<file path="config.mk">
export PLATFORM = sky130hd
export DESIGN_NAME = etc_top
export DESIGN_NICKNAME = d
export VERILOG_FILES = /design/src/rtl/etc_pkg.sv /design/src/rtl/etc_sub_if.sv /design/src/rtl/etc_top.sv /design/src/rtl/etc_pause_timer.sv /design/src/rtl/etc_ring_halt.sv
export SDC_FILE = /design/constraint.sdc
export NUM_CORES = 1
export LEC_CHECK = 0
export ABC_CLOCK_PERIOD_IN_PS = 2620
export BUFFER_PORTS_ARGS = -buffer_cell sky130_fd_sc_hd__buf_2
export CORE_UTILIZATION = 45
export DETAILED_ROUTE_END_ITERATION = 12
export HOLD_SLACK_MARGIN = 0.12
export PLACE_DENSITY = 0.79
export SYNTH_ARGS = -nofsm -noshare
export SYNTH_HDL_FRONTEND = slang
export SYNTH_SLANG_ARGS = --single-unit
</file>
<file path="constraint.sdc">
create_clock -name clk -period 2.62 [get_ports clk]
set_input_delay 0.131 -clock clk [delete_from_list [all_inputs] [get_ports clk]]
set_output_delay 0.131 -clock clk [all_outputs]
set_load 0.03 [all_outputs]
</file>
<file path="src/rtl/etc_pkg.sv">
package etc_pkg;
  // ==========================================================
  // Clock and pause quantum timing
  localparam int ETC_CLK_PERIOD_NS = 4;
  localparam int ETC_QUANTUM_BITS = 512;
  localparam int ETC_BIT_NS_1G = 1;
  localparam int ETC_BIT_NS_100M = 10;
  localparam int ETC_BIT_NS_10M = 100;
  localparam int ETC_QCYC_1G = (ETC_QUANTUM_BITS * ETC_BIT_NS_1G
    + ETC_CLK_PERIOD_NS - 1) / ETC_CLK_PERIOD_NS;
  localparam int ETC_QCYC_100M = (ETC_QUANTUM_BITS * ETC_BIT_NS_100M
    + ETC_CLK_PERIOD_NS - 1) / ETC_CLK_PERIOD_NS;
  localparam int ETC_QCYC_10M = (ETC_QUANTUM_BITS * ETC_BIT_NS_10M
    + ETC_CLK_PERIOD_NS - 1) / ETC_CLK_PERIOD_NS;

  // ==========================================================
  // Register offsets
  localparam logic [7:0] ETC_OFF_TX_CONTROL = 8'h00;
  localparam logic [7:0] ETC_OFF_TX_STATUS = 8'h04;
  localparam logic [7:0] ETC_OFF_PAUSE_TIME = 8'h08;
  localparam logic [7:0] ETC_OFF_DEFAULT_VLAN = 8'h0C;
  localparam logic [7:0] ETC_OFF_DMA_CONTROL = 8'h10;
  localparam logic [7:0] ETC_OFF_EVENT = 8'h14;
  localparam logic [7:0] ETC_OFF_EVENT_MASK = 8'h18;

  // ==========================================================
  // Field positions
  localparam int ETC_BIT_IP_CS = 17;
  localparam int ETC_BIT_L4_CS = 18;
  localparam int ETC_BIT_VLAN_INS = 19;
  localparam int ETC_BIT_HD_BP = 20;
  localparam int ETC_BIT_RX_PAUSE = 27;
  localparam int ETC_BIT_TX_PAUSE = 28;
  localparam int ETC_BIT_GTS = 28;
  localparam int ETC_EV_TX_ERR = 0;
  localparam int ETC_EV_TX_CTL = 1;
  localparam int ETC_EV_RX_PAUSE = 2;
  localparam int ETC_EV_W = 3;
  localparam logic [31:0] ETC_TC_USED = 32'h181E_0000;

  // ==========================================================
  // Reset values
  localparam logic [31:0] ETC_RST_PAUSE_TIME = 32'h0000_0000;
  localparam logic [31:0] ETC_RST_VLAN = 32'h8100_0000;

  // ==========================================================
  // Link speed codes and sequencer states
  localparam logic [1:0] ETC_SPD_10M = 2'h0;
  localparam logic [1:0] ETC_SPD_100M = 2'h1;
  localparam logic [1:0] ETC_SPD_1G = 2'h2;

  typedef enum logic [2:0] {
    ETC_ST_IDLE = 3'h1,
    ETC_ST_DATA = 3'h2,
    ETC_ST_PAUSE = 3'h4
  } etc_fsm_t;
endpackage

</file>
<file path="src/rtl/etc_sub_if.sv">
`timescale 1ns/10ps
interface etc_sub_if #(parameter int NUM_RINGS = 6);
  logic pz_load;
  logic [15:0] pz_quanta;
  logic [1:0] pz_speed;
  logic pz_active;
  logic hl_gen_err;
  logic [NUM_RINGS-1:0] hl_empty;
  logic [NUM_RINGS-1:0] hl_clr;
  logic [NUM_RINGS-1:0] hl_halted;
  modport pause_mp(input pz_load, pz_quanta, pz_speed, output pz_active);
  modport halt_mp(input hl_gen_err, hl_empty, hl_clr, output hl_halted);
endinterface

</file>
<file path="src/rtl/etc_top.sv">
// How it works
// - IPv4 header checksum is generated only when its enable is set.
// - TCP/UDP checksum is generated only when its enable is set.
// - VLAN insertion takes the frame word if valid, else the default.
// - VLAN tags are inserted only on frames taking the MAC path.
// - Back pressure raises carrier on 10/100 half duplex until cleared.
// - Received pause sets a status bit that clears when time elapses.
// - A pause request waits for the frame, sends pause, flags, clears.
// - Pause frames go out even when data is stopped or paused.
// - Each ring has a halt bit at its own index that blocks its DMA.
// - Writing one to a halt bit clears it and restarts the ring, unless error or exhaustion sets it in that cycle.
// - Halt bits set only on general error or an exhausted ring.
// - Graceful stop never sets a halt bit.
// - Bus, uncorrectable and zero-length errors halt transmission.
// - Pause time is the low half, extended parameter the high half.
// - The default VLAN word holds Ethertype, priority, CFI and VID.
`timescale 1ns/10ps
module etc_top
  import etc_pkg::*;
#(
  parameter int NUM_RINGS = 6,
  parameter int QCYC_1G = ETC_QCYC_1G,
  parameter int QCYC_100M = ETC_QCYC_100M,
  parameter int QCYC_10M = ETC_QCYC_10M
) (
  input wire logic clk,
  input wire logic nrst,
  input wire logic [7:0] reg_addr,
  input wire logic [31:0] reg_wdata,
  input wire logic reg_wr,
  input wire logic reg_rd,
  output logic [31:0] reg_rdata,
  output logic irq,
  input wire logic frm_valid,
  output logic frm_ready,
  input wire logic [2:0] frm_ring,
  input wire logic frm_ip_cs_req,
  input wire logic frm_l4_cs_req,
  input wire logic frm_vlan_valid,
  input wire logic [15:0] frm_vlan_word,
  input wire logic frm_mac_path,
  output logic mac_start,
  output logic mac_ip_cs_en,
  output logic mac_l4_cs_en,
  output logic mac_vlan_ins,
  output logic [31:0] mac_vlan_tag,
  input wire logic mac_done,
  output logic ctl_start,
  output logic [15:0] ctl_quanta,
  output logic [15:0] ctl_param,
  input wire logic ctl_done,
  input wire logic rx_pause_valid,
  input wire logic [15:0] rx_pause_quanta,
  input wire logic [1:0] link_speed,
  input wire logic link_half_duplex,
  output logic carrier_force,
  input wire logic dma_bus_err,
  input wire logic dma_ecc_err,
  input wire logic dma_zero_len,
  input wire logic [NUM_RINGS-1:0] dma_ring_empty,
  output logic [NUM_RINGS-1:0] ring_halted,
  output logic tx_gts
);
  if (NUM_RINGS < 1 || NUM_RINGS > 6) begin
    $error("etc_top: NUM_RINGS must be 1 to 6");
  end

  typedef struct packed {
    etc_fsm_t fsm;
    logic ip_en;
    logic l4_en;
    logic vlan_en;
    logic hdbp;
    logic pause_req;
    logic graceful_tx_stop;
    logic [31:0] pause_time_reg;
    logic [31:0] dfv;
    logic [ETC_EV_W-1:0] ev;
    logic [ETC_EV_W-1:0] mask;
    logic [31:0] rdata;
    logic mac_start;
    logic mac_ip;
    logic mac_l4;
    logic mac_vins;
    logic [31:0] mac_tag;
    logic ctl_start;
    logic [31:0] ctl_word;
    logic carrier;
    logic rxp_prev;
  } etc_top_t;

  localparam etc_top_t RST = '{
    fsm: ETC_ST_IDLE,
    pause_time_reg: ETC_RST_PAUSE_TIME,
    dfv: ETC_RST_VLAN,
    default: '0
  };

  etc_top_t s_q;
  etc_top_t s_d;
  logic gen_err;
  logic accept;
  logic [7:0] halted8;
  logic wr_tc;

  function automatic logic etc_hit(logic [7:0] a, logic stb,
                                   logic [7:0] off);
    return stb && (a == off);
  endfunction

  // ==========================================================
  // Sub-blocks
  etc_sub_if #(.NUM_RINGS(NUM_RINGS)) sub ();

  etc_pause_timer #(
    .QCYC_1G(QCYC_1G),
    .QCYC_100M(QCYC_100M),
    .QCYC_10M(QCYC_10M)
  ) u_pause (
    .clk(clk),
    .nrst(nrst),
    .pz(sub.pause_mp)
  );

  etc_ring_halt #(.NUM_RINGS(NUM_RINGS)) u_halt (
    .clk(clk),
    .nrst(nrst),
    .hl(sub.halt_mp)
  );

  assign sub.pz_load = rx_pause_valid;
  assign sub.pz_quanta = rx_pause_quanta;
  assign sub.pz_speed = link_speed;
  assign gen_err = dma_bus_err | dma_ecc_err | dma_zero_len;
  assign sub.hl_gen_err = gen_err;
  assign sub.hl_empty = dma_ring_empty;
  assign sub.hl_clr = etc_hit(reg_addr, reg_wr, ETC_OFF_TX_STATUS) ?
    reg_wdata[NUM_RINGS-1:0] : '0;

  // ==========================================================
  // Frame admission
  assign wr_tc = etc_hit(reg_addr, reg_wr, ETC_OFF_TX_CONTROL);
  // Rings beyond the configured count look halted
  assign halted8 = {{(8-NUM_RINGS){1'b1}}, sub.hl_halted};
  assign frm_ready = (s_q.fsm == ETC_ST_IDLE) && !s_q.pause_req &&
    !s_q.graceful_tx_stop && !sub.pz_active && !halted8[frm_ring];
  assign accept = frm_valid && frm_ready;

  // ==========================================================
  // Sequencer and registers
  always_comb begin
    logic pause_clr;
    logic [ETC_EV_W-1:0] ev_set;
    logic [ETC_EV_W-1:0] ev_clr;
    logic [31:0] rd;
    pause_clr = 1'b0;
    ev_set = '0;
    ev_clr = '0;
    rd = 32'h0000_0000;
    s_d = s_q;
    s_d.mac_start = 1'b0;
    s_d.ctl_start = 1'b0;
    s_d.rxp_prev = sub.pz_active;

    unique case (s_q.fsm)
      ETC_ST_IDLE: begin
        if (s_q.pause_req) begin
          s_d.fsm = ETC_ST_PAUSE;
          s_d.ctl_start = 1'b1;
          s_d.ctl_word = s_q.pause_time_reg;
        end else if (accept) begin
          s_d.fsm = ETC_ST_DATA;
          s_d.mac_start = 1'b1;
          s_d.mac_ip = s_q.ip_en & frm_ip_cs_req;
          s_d.mac_l4 = s_q.l4_en & frm_l4_cs_req;
          s_d.mac_vins = s_q.vlan_en & frm_mac_path;
          s_d.mac_tag = {s_q.dfv[31:16],
            frm_vlan_valid ? frm_vlan_word : s_q.dfv[15:0]};
        end
      end
      ETC_ST_DATA: begin
        if (mac_done) begin
          s_d.fsm = ETC_ST_IDLE;
        end
      end
      ETC_ST_PAUSE: begin
        if (ctl_done) begin
          s_d.fsm = ETC_ST_IDLE;
          pause_clr = 1'b1;
          ev_set[ETC_EV_TX_CTL] = 1'b1;
        end
      end
      default: s_d.fsm = ETC_ST_IDLE;
    endcase

    if (pause_clr) begin
      s_d.pause_req = 1'b0;
    end
    if (wr_tc) begin
      s_d.ip_en = reg_wdata[ETC_BIT_IP_CS];
      s_d.l4_en = reg_wdata[ETC_BIT_L4_CS];
      s_d.vlan_en = reg_wdata[ETC_BIT_VLAN_INS];
      s_d.hdbp = reg_wdata[ETC_BIT_HD_BP];
      if (reg_wdata[ETC_BIT_TX_PAUSE]) begin
        s_d.pause_req = 1'b1;
      end
    end
    if (etc_hit(reg_addr, reg_wr, ETC_OFF_PAUSE_TIME)) begin
      s_d.pause_time_reg = reg_wdata;
    end
    if (etc_hit(reg_addr, reg_wr, ETC_OFF_DEFAULT_VLAN)) begin
      s_d.dfv = reg_wdata;
    end
    if (etc_hit(reg_addr, reg_wr, ETC_OFF_DMA_CONTROL)) begin
      s_d.graceful_tx_stop = reg_wdata[ETC_BIT_GTS];
    end
    if (etc_hit(reg_addr, reg_wr, ETC_OFF_EVENT_MASK)) begin
      s_d.mask = reg_wdata[ETC_EV_W-1:0];
    end
    if (etc_hit(reg_addr, reg_wr, ETC_OFF_EVENT)) begin
      ev_clr = reg_wdata[ETC_EV_W-1:0];
    end

    ev_set[ETC_EV_TX_ERR] = gen_err;
    ev_set[ETC_EV_RX_PAUSE] = sub.pz_active & ~s_q.rxp_prev;
    s_d.ev = (s_q.ev & ~ev_clr) | ev_set;

    s_d.carrier = s_q.hdbp && link_half_duplex &&
      (link_speed != ETC_SPD_1G);

    unique case (reg_addr)
      ETC_OFF_TX_CONTROL: begin
        rd[ETC_BIT_IP_CS] = s_q.ip_en;
        rd[ETC_BIT_L4_CS] = s_q.l4_en;
        rd[ETC_BIT_VLAN_INS] = s_q.vlan_en;
        rd[ETC_BIT_HD_BP] = s_q.hdbp;
        rd[ETC_BIT_RX_PAUSE] = sub.pz_active;
        rd[ETC_BIT_TX_PAUSE] = s_q.pause_req;
      end
      ETC_OFF_TX_STATUS: rd[NUM_RINGS-1:0] = sub.hl_halted;
      ETC_OFF_PAUSE_TIME: rd = s_q.pause_time_reg;
      ETC_OFF_DEFAULT_VLAN: rd = s_q.dfv;
      ETC_OFF_DMA_CONTROL: rd[ETC_BIT_GTS] = s_q.graceful_tx_stop;
      ETC_OFF_EVENT: rd[ETC_EV_W-1:0] = s_q.ev;
      ETC_OFF_EVENT_MASK: rd[ETC_EV_W-1:0] = s_q.mask;
      default: rd = 32'h0000_0000;
    endcase
    s_d.rdata = reg_rd ? rd : 32'h0000_0000;
  end

  always_ff @(posedge clk or negedge nrst) begin
    if (!nrst) begin
      s_q <= RST;
    end else begin
      s_q <= s_d;
    end
  end

  // ==========================================================
  // Outputs
  assign reg_rdata = s_q.rdata;
  assign irq = |(s_q.ev & s_q.mask);
  assign mac_start = s_q.mac_start;
  assign mac_ip_cs_en = s_q.mac_ip;
  assign mac_l4_cs_en = s_q.mac_l4;
  assign mac_vlan_ins = s_q.mac_vins;
  assign mac_vlan_tag = s_q.mac_tag;
  assign ctl_start = s_q.ctl_start;
  assign ctl_quanta = s_q.ctl_word[15:0];
  assign ctl_param = s_q.ctl_word[31:16];
  assign carrier_force = s_q.carrier;
  assign ring_halted = sub.hl_halted;
  assign tx_gts = s_q.graceful_tx_stop;
endmodule

</file>
<file path="src/rtl/etc_pause_timer.sv">
`timescale 1ns/10ps
module etc_pause_timer
  import etc_pkg::*;
#(
  parameter int QCYC_1G = ETC_QCYC_1G,
  parameter int QCYC_100M = ETC_QCYC_100M,
  parameter int QCYC_10M = ETC_QCYC_10M
) (
  input wire logic clk,
  input wire logic nrst,
  etc_sub_if.pause_mp pz
);
  localparam int CW = 14;
  typedef struct packed {
    logic active;
    logic [15:0] left;
    logic [CW-1:0] cyc;
  } etc_pt_t;
  etc_pt_t s_q;
  etc_pt_t s_d;
  logic [CW-1:0] lim;

  if (QCYC_1G < 1 || QCYC_100M < 1 || QCYC_10M < 1 ||
      QCYC_1G >= 2**CW || QCYC_100M >= 2**CW || QCYC_10M >= 2**CW) begin
    $error("etc_pause_timer: quantum cycle count out of range");
  end

  // ==========================================================
  // Quantum countdown
  always_comb begin
    unique case (pz.pz_speed)
      ETC_SPD_1G: lim = CW'(QCYC_1G - 1);
      ETC_SPD_100M: lim = CW'(QCYC_100M - 1);
      default: lim = CW'(QCYC_10M - 1);
    endcase
    s_d = s_q;
    if (pz.pz_load) begin
      s_d.active = (pz.pz_quanta != 16'h0000);
      s_d.left = pz.pz_quanta;
      s_d.cyc = '0;
    end else if (s_q.active) begin
      if (s_q.cyc >= lim) begin
        s_d.cyc = '0;
        s_d.left = s_q.left - 16'h0001;
        if (s_q.left == 16'h0001) begin
          s_d.active = 1'b0;
        end
      end else begin
        s_d.cyc = CW'(s_q.cyc + 1'b1);
      end
    end
  end

  always_ff @(posedge clk or negedge nrst) begin
    if (!nrst) begin
      s_q <= '0;
    end else begin
      s_q <= s_d;
    end
  end

  assign pz.pz_active = s_q.active;
endmodule

</file>
<file path="src/rtl/etc_ring_halt.sv">
`timescale 1ns/10ps
module etc_ring_halt
  import etc_pkg::*;
#(
  parameter int NUM_RINGS = 6
) (
  input wire logic clk,
  input wire logic nrst,
  etc_sub_if.halt_mp hl
);
  typedef struct packed {
    logic [NUM_RINGS-1:0] halted;
  } etc_rh_t;
  etc_rh_t s_q;
  etc_rh_t s_d;
  logic [NUM_RINGS-1:0] set_v;

  // ==========================================================
  // Halt flags, set wins over a write-one clear
  // error or exhaustion
  assign set_v = {NUM_RINGS{hl.hl_gen_err}} | hl.hl_empty;

  always_comb begin
    s_d = s_q;
    s_d.halted = set_v | (s_q.halted & ~hl.hl_clr);
  end

  always_ff @(posedge clk or negedge nrst) begin
    if (!nrst) begin
      s_q <= '0;
    end else begin
      s_q <= s_d;
    end
  end

  assign hl.hl_halted = s_q.halted;
endmodule

</file>
**Word-level counts from Yosys, hierarchy flattened**

Index checks and enable logic that the tools add are counted.

- Mux-type cells: 34
- $add $sub $neg: 2
- Bitwise gates (word level): 16
- Equal/unequal tests: 16
- Reduce and logical (&&, ||, !) cells: 27
- Magnitude comparators: 2

Operators by type and width:

| cell | count |
|---|---|
| $mux 36 | 2 |
| $mux 69 | 1 |
| $mux 31 | 2 |
| $mux 33 | 1 |
| $mux 32 | 1 |
| $pmux 14 s2 | 1 |
| $eq 8x5->1 const B | 3 |
| $pmux 11 s2 | 1 |
| $pmux 3 s3 | 2 |
| $mux 17 | 1 |
| $eq 16x1->1 const B | 1 |
| $eq 8x4->1 const B | 2 |
| $mux 16 | 1 |
| $reduce_bool 16->1 | 1 |
| $sub 16x1->16 const B | 1 |
| $mux 3 | 5 |
| $pmux 3 s5 | 1 |
| $add 14x1->14 const B | 1 |
| $ge 14x14->1 | 1 |
| $logic_and 1x1->1 | 14 |
| $mux 14 | 1 |
| $or 6x6->6 | 2 |
| $pmux 4 s3 | 1 |
| $pmux 6 s2 | 1 |
| 29 further kinds | 49 |

- Output and inout bits: 111
- Logic and storage cells: 122
- Register bits: 219

**Longest topological paths before layout**

Gate-level depths: netlist of the first run.

- Word-level depth: 9
- Gate-level depth with buffers: 12

**By module**

From an unflattened synthesis of the first run, not the netlist that was laid out.

- Cells, all modules: 888
- Area, all modules: 10,699.0 sq um

By module, submodules not included:

| module | instances | area an instance (sq um) | sequential area each (sq um) | cells an instance |
|---|---|---|---|---|
| etc_top | 1 | 8,411.8 | 4,558.1 | 633 |
| etc_pause_timer | 1 | 2,062.0 | 775.7 | 231 |
| etc_ring_halt | 1 | 225.2 | 150.1 | 24 |

**Least setup slack after synthesis of the first run**

Ideal clock, no wire load.

- Path kind: register to register
- Start: register u_halt.s_q, in the netlist u_halt.hl.hl_halted[3]
- End: register s_q, in the netlist mac_vlan_tag[28]
- Setup time: 0.125 ns
- Arrival: 3.094 ns
- Setup slack: -0.599 ns
- Period minus slack after synthesis: 3.219 ns
- Cell stages (with the launch flop): 8
- Data required time: 2.495 ns
- Path through: dfrtp_1 mux4_2 a2bb2oi_1 nor4_1 and2_1 buf_2 buf_4 mux2_2

- Longest elaborated chain between the ends: 6

RTL lines:

| element | line | source |
|---|---|---|
| from (decl) | etc_ring_halt.sv:14 | `etc_rh_t s_q;` |
| from (signal assigned) | etc_ring_halt.sv:30 | `s_q <= '0;` |
| from (signal assigned) | etc_ring_halt.sv:32 | `s_q <= s_d;` |
| $bmux 1 s3 | etc_top.sv:146 | `!s_q.graceful_tx_stop && !sub.pz_active && !halted8[frm_ring];` |
| $mux 1 (implied by the code) | etc_top.sv:146 |  |
| $logic_not 1->1 | etc_top.sv:146 |  |
| $logic_and 1x1->1 | etc_top.sv:146 |  |
| via frm_ready | etc_top.sv:35 | `output logic frm_ready,` |
| $logic_and 1x1->1 | etc_top.sv:147 | `assign accept = frm_valid && frm_ready;` |
| $reduce_and 3->1 (no source line) | -- |  |
| to (signal assigned) | etc_top.sv:253 | `s_q <= RST;` |
| to (signal assigned) | etc_top.sv:255 | `s_q <= s_d;` |
| to (decl) | etc_top.sv:99 | `etc_top_t s_q;` |

The timed path passes the listed nets, and every way through them passes these cells. The select of a mux whose other input is x is not followed.
A chain may end at the register's enable or synchronous reset.

**Worst setup path in the final report of the first run**

- Start: register u_pause.s_q[13] (netlist bit)
- End: register u_pause.s_q[24] (netlist bit)

- Longest elaborated chain between the ends: 3

RTL lines:

| element | line | source |
|---|---|---|
| from (decl) | etc_pause_timer.sv:19 | `etc_pt_t s_q;` |
| from (signal assigned) | etc_pause_timer.sv:56 | `s_q <= '0;` |
| from (signal assigned) | etc_pause_timer.sv:58 | `s_q <= s_d;` |
| $ge 14x14->1 | etc_pause_timer.sv:42 | `if (s_q.cyc >= lim) begin` |
| $reduce_bool 2->1 (no source line) | -- |  |
| $reduce_and 2->1 (no source line) | -- |  |

Every way passes these cells.

==> impl_metrics.csv, run 1 <==
group,metric,value,unit
run_status,status,"completed",
routing,routed_wirelength,26.3,mm
routing,antenna_left,0,
synth,async_flop_share,100,%
synth,ys_seq_elements,219,
routing,first_pass_iters,9,
finish,drive_gt1_share,41.9,%
global_route,grt_pass1_vias,7963,
timing,rsz0062_at_grt,"no",
worst_setup_path,crit_arrival,2940,ps
timing,finalCritPeriodShare,95.8,%
timing,fmax,398,MHz
job,cap_violations,0,
synth,ys_seq_area_share,52.9,%
synth,syn_area_per_cell,12.0,um^2
finish,nFillCells,1793,
floorplan,dieWidth,154,um
pwr,irDropWorstVdd,0.345,mV
floorplan,dieArea,23600,um^2
synth,synth-compound-area-share,8.38,%
clock_network,clock-sinks,219,
synth,synth-simple-area-share,10.1,%
pwr,p_leak,0.00631,uW
finish,layout.nets,1198,
synth,yosysTopAreaCellShare,52.2,%
clock_network,cts_tree,"built",
synth,synth_top_flop_cell,"dfrtp_1",
synth,yosysWarnings,0,
timing,worst_pin_slew,689,ps
routing,wire_per_inst,18.9,um
worst_setup_path,cp_slowest_stage_delay,590,ps
floorplan,io_pins,210,
floorplan,fp.dieH,154,um
floorplan,rows,55,
global_route,grt_max_degree,90,
synth,synth.mux.area_fraction,17.7,%
clock_network,cts_setup_buffers,0,
synth,synth_top_cells_by_count,"dfrtp_1, mux2_2, buf_4, nand2_1, a22oi_1",
global_route,grt_pass1_wl,42.5,mm
worst_setup_path,end_kind,"flip-flop",
synth,synth_top_family_by_area,"multiplexers",
worst_setup_path,critical_path_class,"reg2reg",
placement,dpl.hpwl,16.8,mm
worst_hold_path,hp-class,"in2reg",
timing,relSlewSlack,54.1,%
finish,area_growth,26.0,%
synth,synth_area_leader_cell,"dfrtp_1",
synth,synth_edf_count,0,
placement,gp_congestion,0.801,
clock_network,htree_levels,1,
synth,netlist_instances,860,
routing,num_vias,7631,
pwr,power.density,660,nW/um^2
timing,holdWs,169,ps
finish,antenna_cells,0,
floorplan,initial_core_util,45.8,%
worst_setup_path,slowest_stage,"or4_4",
clock_network,clk_latency,510,ps
synth,synth_area_leaders,"dfrtp_1, mux2_2, buf_4",
clock_network,path_clk_slew,60,ps
global_route,grt.overflow.total,0,
synth,syn_area,10400,um^2
timing,fin_ws,110,ps
clock_network,clock_path_buffers,3,
finish,utilization,57.6,%
placement,io_buffers,209,
synth,synth_cell_types,58,
synth,syn-num-nets,969,
timing,setup_violations,0,
timing,setup_tns,0,ps
worst_setup_path,cp_max_fo,6,
routing,avgViaCountPerCell,5.48,
timing,slew_viol_final,0,
routing,drt_iter0_markers,448,
global_route,track_usage,22.7,%
synth,synth_most_common_cell,"dfrtp_1",
clock_network,cts_root_buf,"clkbuf_16",
placement,post-place-ws,-179,ps
floorplan,coreArea,22600,um^2
synth,synth_xor_area_share,0.507,%
routing,drc,0,
worst_setup_path,worstPathCellList,"ha_1, nand4b_1, or4_4, a311o_1, or4_1, a31oi_1",
worst_setup_path,required,3040,ps
timing,hold_viol,0,
worst_setup_path,worstSetupStartpointType,"flip-flop",
synth,synth_fa_ha_area_share,1.21,%
global_route,antenna_found_initial,0,
timing,period_needed,2510,ps
timing,clock-skew-final,10.9,ps
clock_network,cts_buffers,25,
## logic make-up after synthesis
kind of cell / Yosys count
AND/OR/NAND/NOR: 191
buffers and inverters: 152
adder cells (fa/ha/maj): 10
multiplexers: 162
AO/OA/AOI/OAI: 120
flip-flops: 219
XOR/XNOR: 6
## power by group
group          switching [uW]  internal, uW  leakage, uW
sequential                175          3640      0.00292
clock                    1380          2020     0.000391
combinational             804           584      0.00300
total                    2360          6250      0.00631
## cell usage in the layout (no fill, tap or decap), types with 4 or more instances in the layout
| master | instances |
|---|---|
| buf_12 | 6 |
| ha_1 | 10 |
| xor2_1 | 4 |
| o21ai_0 | 8 |
| mux2i_1 | 4 |
| nand4b_1 | 5 |
| nor2b_1 | 24 |
| buf_4 | 29 |
| or3_1 | 6 |
| clkbuf_1 | 6 |
| a211o_1 | 7 |
| clkinv_2 | 5 |
| and3_1 | 6 |
| buf_2 | 208 |
| dfrtp_1 | 216 |
| nand3_1 | 21 |
| or2_2 | 4 |
| a22oi_1 | 31 |
| inv_1 | 15 |
| a31oi_1 | 20 |
| nor4_1 | 5 |
| mux2_2 | 157 |
| clkbuf_16 | 25 |
| dlygate4sd3_1 | 95 |
| or4_1 | 11 |
| nor2_1 | 24 |
| nor3_1 | 4 |
| a22o_1 | 12 |
| and2_1 | 4 |
| a21oi_1 | 14 |
| nand2_1 | 47 |
| o31ai_1 | 6 |
| nand3b_1 | 4 |
## worst max-delay path, delay by kind of cell, from the launching register on
family | cells | cell delay (ps)
flip-flops | 1 | 410
adder cells (fa/ha/maj) | 1 | 310
AND/OR/NAND/NOR | 3 | 1170
AO/OA/AOI/OAI | 2 | 540
## registers in the layout, summed over array words and instances, names as in the netlist
signal	cells
s_q	79
mac_vlan_tag	32
reg_rdata	32
u_pause.s_q	30
ctl_param	16
ctl_quanta	16
u_halt.hl.hl_halted	6
carrier_force	1
ctl_start	1
mac_ip_cs_en	1
mac_l4_cs_en	1
mac_start	1
mac_vlan_ins	1
tx_gts	1
u_pause.pz.pz_active	1
## cell type report
cell class / count / area, um^2 / share of cell area (%)
Sequential cell: 219 / 5480 / 42.0
Clock buffer: 33 / 676 / 5.18
Tap cell: 285 / 357 / 2.73
Inverter: 15 / 56.3 / 0.431
Multi-Input combinational cell: 489 / 4000 / 30.6
Timing Repair Buffer: 339 / 2340 / 18.0
Clock inverter: 13 / 134 / 1.03
## what timing repair did
item / 4_1_cts / 5_1_grt
hold endpoints to repair: 232 / 0
hold buffers: 95 / 0
resized for setup: 0 / 6
setup endpoints to repair: 0 / 12
## path summary, 6_finish.rpt
| path | from | end | slack [ps] | cells past startpoint |
|---|---|---|---|---|
| min in group asynchronous | nrst | ctl_quanta[14]$_DFFE_PN0P_ | 230 | 2 |
| max | u_pause.s_q[13]$_DFFE_PN0P_ | u_pause.s_q[24]$_DFFE_PN0P_ | 110 | 6 |
| min reg2reg | s_q[0]$_DFF_PN0_ | s_q[108]$_DFF_PN0_ | 420 | 1 |
| max reg2reg | u_pause.s_q[13]$_DFFE_PN0P_ | u_pause.s_q[24]$_DFFE_PN0P_ | 110 | 6 |
| max in group asynchronous | nrst | s_q[140]$_DFFE_PN1P_ | 1580 | 3 |
| min | reg_addr[3] | reg_rdata[0]$_DFF_PN0_ | 170 | 4 |
## metal layers
layer	vias to the layer above	global-route usage (%)	wire [um]
li1	3473	-	-
met1	3862	29.5	11500
met2	254	39.1	13100
met3	42	3.44	1220
met4	0	6.81	608
met5	-	0	0
## through the flow
stage / area, um^2 / std cells / total power, uW
CTS: 13000 / 1393 / 8670
global placement: 11300 / 1252 / 5110
finish: 13100 / 1393 / 8610
detailed placement: 11300 / 1252 / 5160
global route: 13100 / 1393 / 8960
floorplan: 10400 / 860 / 4820
Power figures use the tool's default switching activity.
==> run 2, diff against run 1 <==
--- a/config.mk
+++ b/config.mk
@@ -11,6 +11,7 @@
 export DETAILED_ROUTE_END_ITERATION = 12
 export HOLD_SLACK_MARGIN = 0.12
 export PLACE_DENSITY = 0.79
+export SETUP_SLACK_MARGIN = 0.5
 export SYNTH_ARGS = -nofsm -noshare
 export SYNTH_HDL_FRONTEND = slang
 export SYNTH_SLANG_ARGS = --single-unit
==> run 2 against run 1 <==
Against the previous run: via count grew 4.4%; utilization grew 4.0 points; critical path type unchanged; worst hold slack gained 5.4 ps; critical path depth is the same; sequential share of layout area shrank 2.6 points; largest cell class unchanged.
==> impl_metrics.csv, run 2 (same netlist as run 1, synthesis figures left out) <==
group,metric,value,unit
run_status,status,"completed",
finish,layout.nets,1239,
worst_setup_path,critical_path_class,"reg2reg",
clock_network,clk_latency,530,ps
placement,dpl.hpwl,17.0,mm
timing,fmax,424,MHz
routing,routed_wirelength,29.0,mm
global_route,grt.overflow.total,0,
worst_setup_path,crit_arrival,2800,ps
worst_setup_path,worstSetupStartpointType,"flip-flop",
clock_network,htree_levels,1,
finish,drive_gt1_share,47.0,%
routing,antenna_left,0,
worst_setup_path,end_kind,"flip-flop",
timing,setup_tns,0,ps
worst_setup_path,cp_slowest_stage_delay,560,ps
routing,drc,0,
routing,first_pass_iters,5,
timing,rsz0062_at_grt,"yes",
global_route,grt_max_degree,78,
global_route,antenna_found_initial,0,
floorplan,dieArea,23600,um^2
global_route,grt_pass1_vias,8492,
timing,hold_viol,0,
finish,final_area,13900,um^2
routing,drt_iter0_markers,526,
timing,finalCritPeriodShare,90.1,%
pwr,irDropWorstVdd,0.314,mV
floorplan,initial_core_util,45.8,%
placement,gp_congestion,0.841,
pwr,power.density,625,nW/um^2
worst_setup_path,required,3050,ps
floorplan,dieWidth,154,um
global_route,grtUsageMet1,30.2,%
pwr,p_leak,0.00664,uW
worst_setup_path,cp_max_fo,5,
clock_network,path_clk_slew,60,ps
routing,num_vias,7963,
finish,largest_register_ffs,79,
floorplan,coreArea,22600,um^2
worst_setup_path,worstPathCellList,"ha_4, nand3_2, or4_4, a311o_1, or4_1, a31oi_1",
global_route,track_usage,24.3,%
timing,worst_pin_slew,709,ps
global_route,grt_pass1_wl,45.5,mm
worst_setup_path,slowest_stage,"or4_4",
job,cap_violations,0,
global_route,top_usage_layer,"met2",
finish,antenna_cells,0,
clock_network,clock_path_buffers,3,
timing,relSlewSlack,52.7,%
placement,placed_area,11500,um^2
finish,final_cell_mix,"dfrtp_1, buf_2, mux2_2",
timing,clock-skew-final,21.1,ps
floorplan,io_pins,210,
finish,top_register,"s_q",
worst_hold_path,hp-class,"in2async",
routing,avgViaCountPerCell,5.56,
timing,slew_viol_final,0,
clock_network,cts_buffers,24,
clock_network,cts_root_buf,"clkbuf_16",
floorplan,rows,55,
clock_network,clock-sinks,219,
timing,period_needed,2360,ps
global_route,use_met3,4.45,%
timing,setup_violations,0,
routing,wire_per_inst,20.3,um
finish,area_growth,34.6,%
placement,io_buffers,209,
floorplan,fp.dieH,154,um
finish,final_common_cell,"dfrtp_1",
global_route,use_met2,42.4,%
worst_setup_path,r2r_cells,6,
clock_network,cts_tree,"built",
-- run 2: area by class of cell --
cell class                 count  area [um^2]
clock buffer                  31          677
fill                        1655         8690
tap                          285          357
sequential                   219         5490
clock inverter                13          131
inverter                      15         58.8
timing repair buffer         381         2870
multi-input combinational    489         4370
-- run 2: metrics by stage --
stage	power, uW	setup WS (ps)	hold slack [ps]	cells	util [%]
after global routing	9060	184	202	1433	61.6
after detailed placement	5180	-7.50	161	1247	50.6
after global placement	5120	78.6	155	1247	50.6
final	8710	259	175	1433	61.6
after CTS	8730	265	126	1414	60.5
after floorplan	4830	146	-165	860	-
-- run 2: report_power, final --
part           switching (uW)  internal, uW
Sequential                183          3640
Combinational             838           632
Clock                    1390          2020
-- run 2: final timing paths --
kind,slack [ps],to,start
worst min register to register,420,s_q[108]$_DFF_PN0_,s_q[0]$_DFF_PN0_
worst min-delay path,170,ctl_quanta[3]$_DFFE_PN0P_,nrst
worst max register to register,260,u_pause.s_q[24]$_DFFE_PN0P_,u_pause.s_q[8]$_DFFE_PN0P_
max in group asynchronous,1670,ctl_param[9]$_DFFE_PN0P_,nrst
worst max-delay path,260,u_pause.s_q[24]$_DFFE_PN0P_,u_pause.s_q[8]$_DFFE_PN0P_
min in group clk,180,reg_rdata[28]$_DFF_PN0_,reg_addr[2]
-- run 2: worst max-delay path: cells and delay by family, from the launching register on --
family | cells | cell delay, ps
AND/OR/NAND/NOR | 3 | 1050
AO/OA/AOI/OAI | 2 | 540
flip-flops | 1 | 430
adder cells (fa/ha/maj) | 1 | 280
-- run 2: repair_timing --
item,CTS,global route
setup endpoints to repair,65,79
endpoints found under the hold margin,297,0
pin swaps,17,13
cloned,3,0
setup buffers,18,19
hold buffers,102,0
gates resized for setup,38,20
-- run 2: layer usage --
metal,part of all wire [%],up-vias
met5,0,-
met4,2.6,0
met3,5.7,67
met2,50,310
met1,41,4031
li1,-,3555
==> run 3, diff against run 2 <==
--- a/config.mk
+++ b/config.mk
@@ -14,4 +14,5 @@
 export SETUP_SLACK_MARGIN = 0.5
 export SYNTH_ARGS = -nofsm -noshare
 export SYNTH_HDL_FRONTEND = slang
+export SYNTH_HIERARCHICAL = 1
 export SYNTH_SLANG_ARGS = --single-unit
==> run 3 against run 2 <==
Against the previous run: sequential share of layout area up 1.2 points; clock skew up 8.0 ps; largest power group unchanged; count of clock-buffer cells in the layout unchanged; setup slack gained 180 ps; worst hold slack got worse by 22 ps; global-route usage down 1.7 points; non-clock buffer count shrank 32; largest cell class unchanged; critical endpoint is now u_pause/s_q[19]$_DFFE_PN0P_; utilization fell by 3.8 points; highest routed layer unchanged; flip-flop and latch count did not move; combinational power is 39% higher.
==> impl_metrics.csv, run 3 <==
group,metric,value,unit
timing,worst_pin_slew,722,ps
worst_hold_path,min_from,"rx_pause_valid",
clock_network,clock_path_buffers,3,
global_route,grt.overflow.total,0,
finish,largest_register_ffs,79,
clock_network,cts_root_buf,"clkbuf_16",
worst_setup_path,critPathLaunch,"u_pause/s_q[8]$_DFFE_PN0P_",
worst_setup_path,reg2reg_from,"u_pause/s_q[8]$_DFFE_PN0P_",
pwr,power.density,697,nW/um^2
synth,synth_top_flop_cell,"dfrtp_1",
timing,relSlewSlack,51.8,%
worst_setup_path,worstSetupStartpointType,"flip-flop",
timing,slew_viol_final,0,
pwr,irDropWorstVdd,0.420,mV
floorplan,initial_core_util,45.7,%
clock_network,htree_levels,1,
timing,fin_ws,437,ps
synth,yosysWarnings,6,
worst_hold_path,hp-class,"in2reg",
synth,synth_edf_count,0,
timing,setup_tns,0,ps
synth,netlist_instances,888,
worst_setup_path,slowest_stage,"dfrtp_2",
finish,final_common_cell,"dfrtp_1",
routing,antenna_left,0,
floorplan,dieWidth,156,um
placement,gp_congestion,0.859,
placement,post-place-ws,100,ps
placement,io_buffers,209,
global_route,grt_pass1_vias,7921,
job,cap_violations,0,
synth,synth_top_cells_by_count,"dfrtp_1, mux2_2, buf_4, nor2_1, inv_1",
global_route,track_usage,22.6,%
clock_network,path_clk_slew,60,ps
worst_setup_path,required,2990,ps
finish,drive_gt1_share,43.4,%
synth,ys_seq_area_share,51.3,%
routing,num_vias,7953,
floorplan,fp.dieH,156,um
worst_setup_path,critical_path_class,"reg2reg",
synth,synth_area_leaders,"dfrtp_1, mux2_2, buf_4",
finish,final_area,13500,um^2
synth,synth_most_common_cell,"dfrtp_1",
synth,syn-num-nets,997,
run_status,status,"completed",
global_route,antenna_found_initial,4,
finish,final_cell_mix,"dfrtp_1, buf_2, mux2_2",
routing,wire_per_inst,19.2,um
timing,setup_violations,0,
timing,clock-skew-final,29.2,ps
finish,utilization,57.8,%
finish,area_growth,26.5,%
routing,drt_iter0_markers,568,
clock_network,clk_latency,520,ps
synth,ys_seq_elements,219,
floorplan,dieArea,24400,um^2
worst_setup_path,crit_arrival,2550,ps
finish,layout.nets,1239,
floorplan,rows,56,
timing,period_needed,2180,ps
clock_network,clock-sinks,219,
placement,placed_area,11500,um^2
synth,synth_area_leader_cell,"dfrtp_1",
synth,syn_area_per_cell,12.0,um^2
timing,rsz0062_at_grt,"yes",
timing,finalCritPeriodShare,83.3,%
clock_network,cts_buffers,24,
placement,dpl.hpwl,17.8,mm
synth,async_flop_share,100,%
finish,top_register,"s_q",
worst_setup_path,cp_slowest_stage_delay,450,ps
synth,synth_cell_types,70,
floorplan,io_pins,210,
routing,first_pass_iters,5,
synth,yosysTopAreaCellShare,50.5,%
clock_network,cts_tree,"built",
pwr,power.total,9440,uW
worst_setup_path,end_kind,"flip-flop",
routing,routed_wirelength,28.2,mm
floorplan,coreArea,23400,um^2
routing,drc,0,
worst_setup_path,worstPathCellList,"ha_4, nand3_2, nor4_4, buf_6, nor3_4, buf_4, o311ai_0, nand3_1",
routing,avgViaCountPerCell,5.41,
synth,syn_area,10700,um^2
worst_setup_path,cp_max_fo,7,
global_route,grt_pass1_wl,43.1,mm
pwr,p_leak,0.00672,uW
global_route,grt_max_degree,88,
timing,fmax,458,MHz
timing,hold_viol,0,
## run 3: cell types whose count changed in the layout (fill, tap and decap cells not counted), moves of 7 or more
cell     change
a21oi_1      +8
o21ai_0      +9
a211o_1      -7
buf_6       -12
inv_1       +19
or3_1        +7
a31oi_1      -9
nand2_1     -16
o32ai_1      +7
a22o_1       -9
mux2_2       +8
nor2_1      +13
buf_12       -9
## run 3: area by class of cell
class | instances | area, um^2
Inverter | 33 | 124
Fill cell | 1881 | 9870
Sequential cell | 219 | 5490
Multi-Input combinational cell | 503 | 4340
Timing Repair Buffer | 349 | 2380
Clock inverter | 13 | 136
Antenna cell | 4 | 10.0
Tap cell | 319 | 399
Clock buffer | 31 | 657
## run 3: cells by family (layout without fill, tap and decap cells)
logic type                 count (synthesis)  count (layout)  share of synthesized area [%]
AOI/OAI and AO/OA                        118             119                           7.80
xor gates and xnor gates                   7               7                          0.573
adders and majority gates                 10              10                           1.17
buffers and inverters                    167             426                           9.86
DFF                                      219             219                           51.3
muxes                                    172             172                           19.0
other                                      0               4                              0
and+or+nand+nor                          195             195                           10.3
## run 3: what timing repair did
item,4_1_cts,5_1_grt
gates resized for setup,9,18
hold buffers,100,0
setup endpoints to repair,20,29
pin swaps,3,9
hold endpoints to repair,210,0
setup buffers,2,13
cloned,0,1
## run 3: metal layers
metal	GRT usage [%]	vias up	part of all wire, %
li1	-	3567	-
met1	28.2	3996	40
met2	39.5	322	51
met3	4.36	68	6.4
met4	6.68	0	2.6
met5	0	-	0
## run 3: path summary, 6_finish.rpt
| kind | end | slack, ps | depth (start not counted) |
|---|---|---|---|
| worst max-delay path | u_pause/s_q[19]$_DFFE_PN0P_ | 440 | 8 |
| worst min-delay path | u_pause/s_q[8]$_DFFE_PN0P_ | 150 | 3 |
| worst max register to register | u_pause/s_q[19]$_DFFE_PN0P_ | 440 | 8 |
| worst min register to register | mac_vlan_tag[11]$_DFFE_PN0P_ | 500 | 1 |
| max in group asynchronous | s_q[133]$_DFFE_PN1P_ | 1600 | 3 |
| min in group asynchronous | mac_vlan_tag[10]$_DFFE_PN0P_ | 200 | 2 |
## run 3: critical path, delay by kind of cell, from the launching register on
| kind | cells | cell delay [ps] |
|---|---|---|
| AOI/OAI and AO/OA | 1 | 430 |
| adders and majority gates | 1 | 290 |
| buffers and inverters | 2 | 330 |
| DFF | 1 | 450 |
| and+or+nand+nor | 4 | 550 |
## run 3: where the power goes
group | total (uW) | switching [uW] | leakage (uW) | internal [uW]
combinational | 2040 | 1220 | 0.00341 | 815
sequential | 4030 | 255 | 0.00291 | 3770
clock | 3370 | 1390 | 0.000393 | 1980
total | 9440 | 2870 | 0.00672 | 6570
## run 3: per-stage QoR
| stage | cells | hold WS [ps] |
|---|---|---|
| floorplan | 888 | -165 |
| global placement | 1309 | 194 |
| detailed placement | 1309 | 198 |
| CTS | 1455 | 122 |
| global route | 1471 | 172 |
| finish | 1471 | 152 |
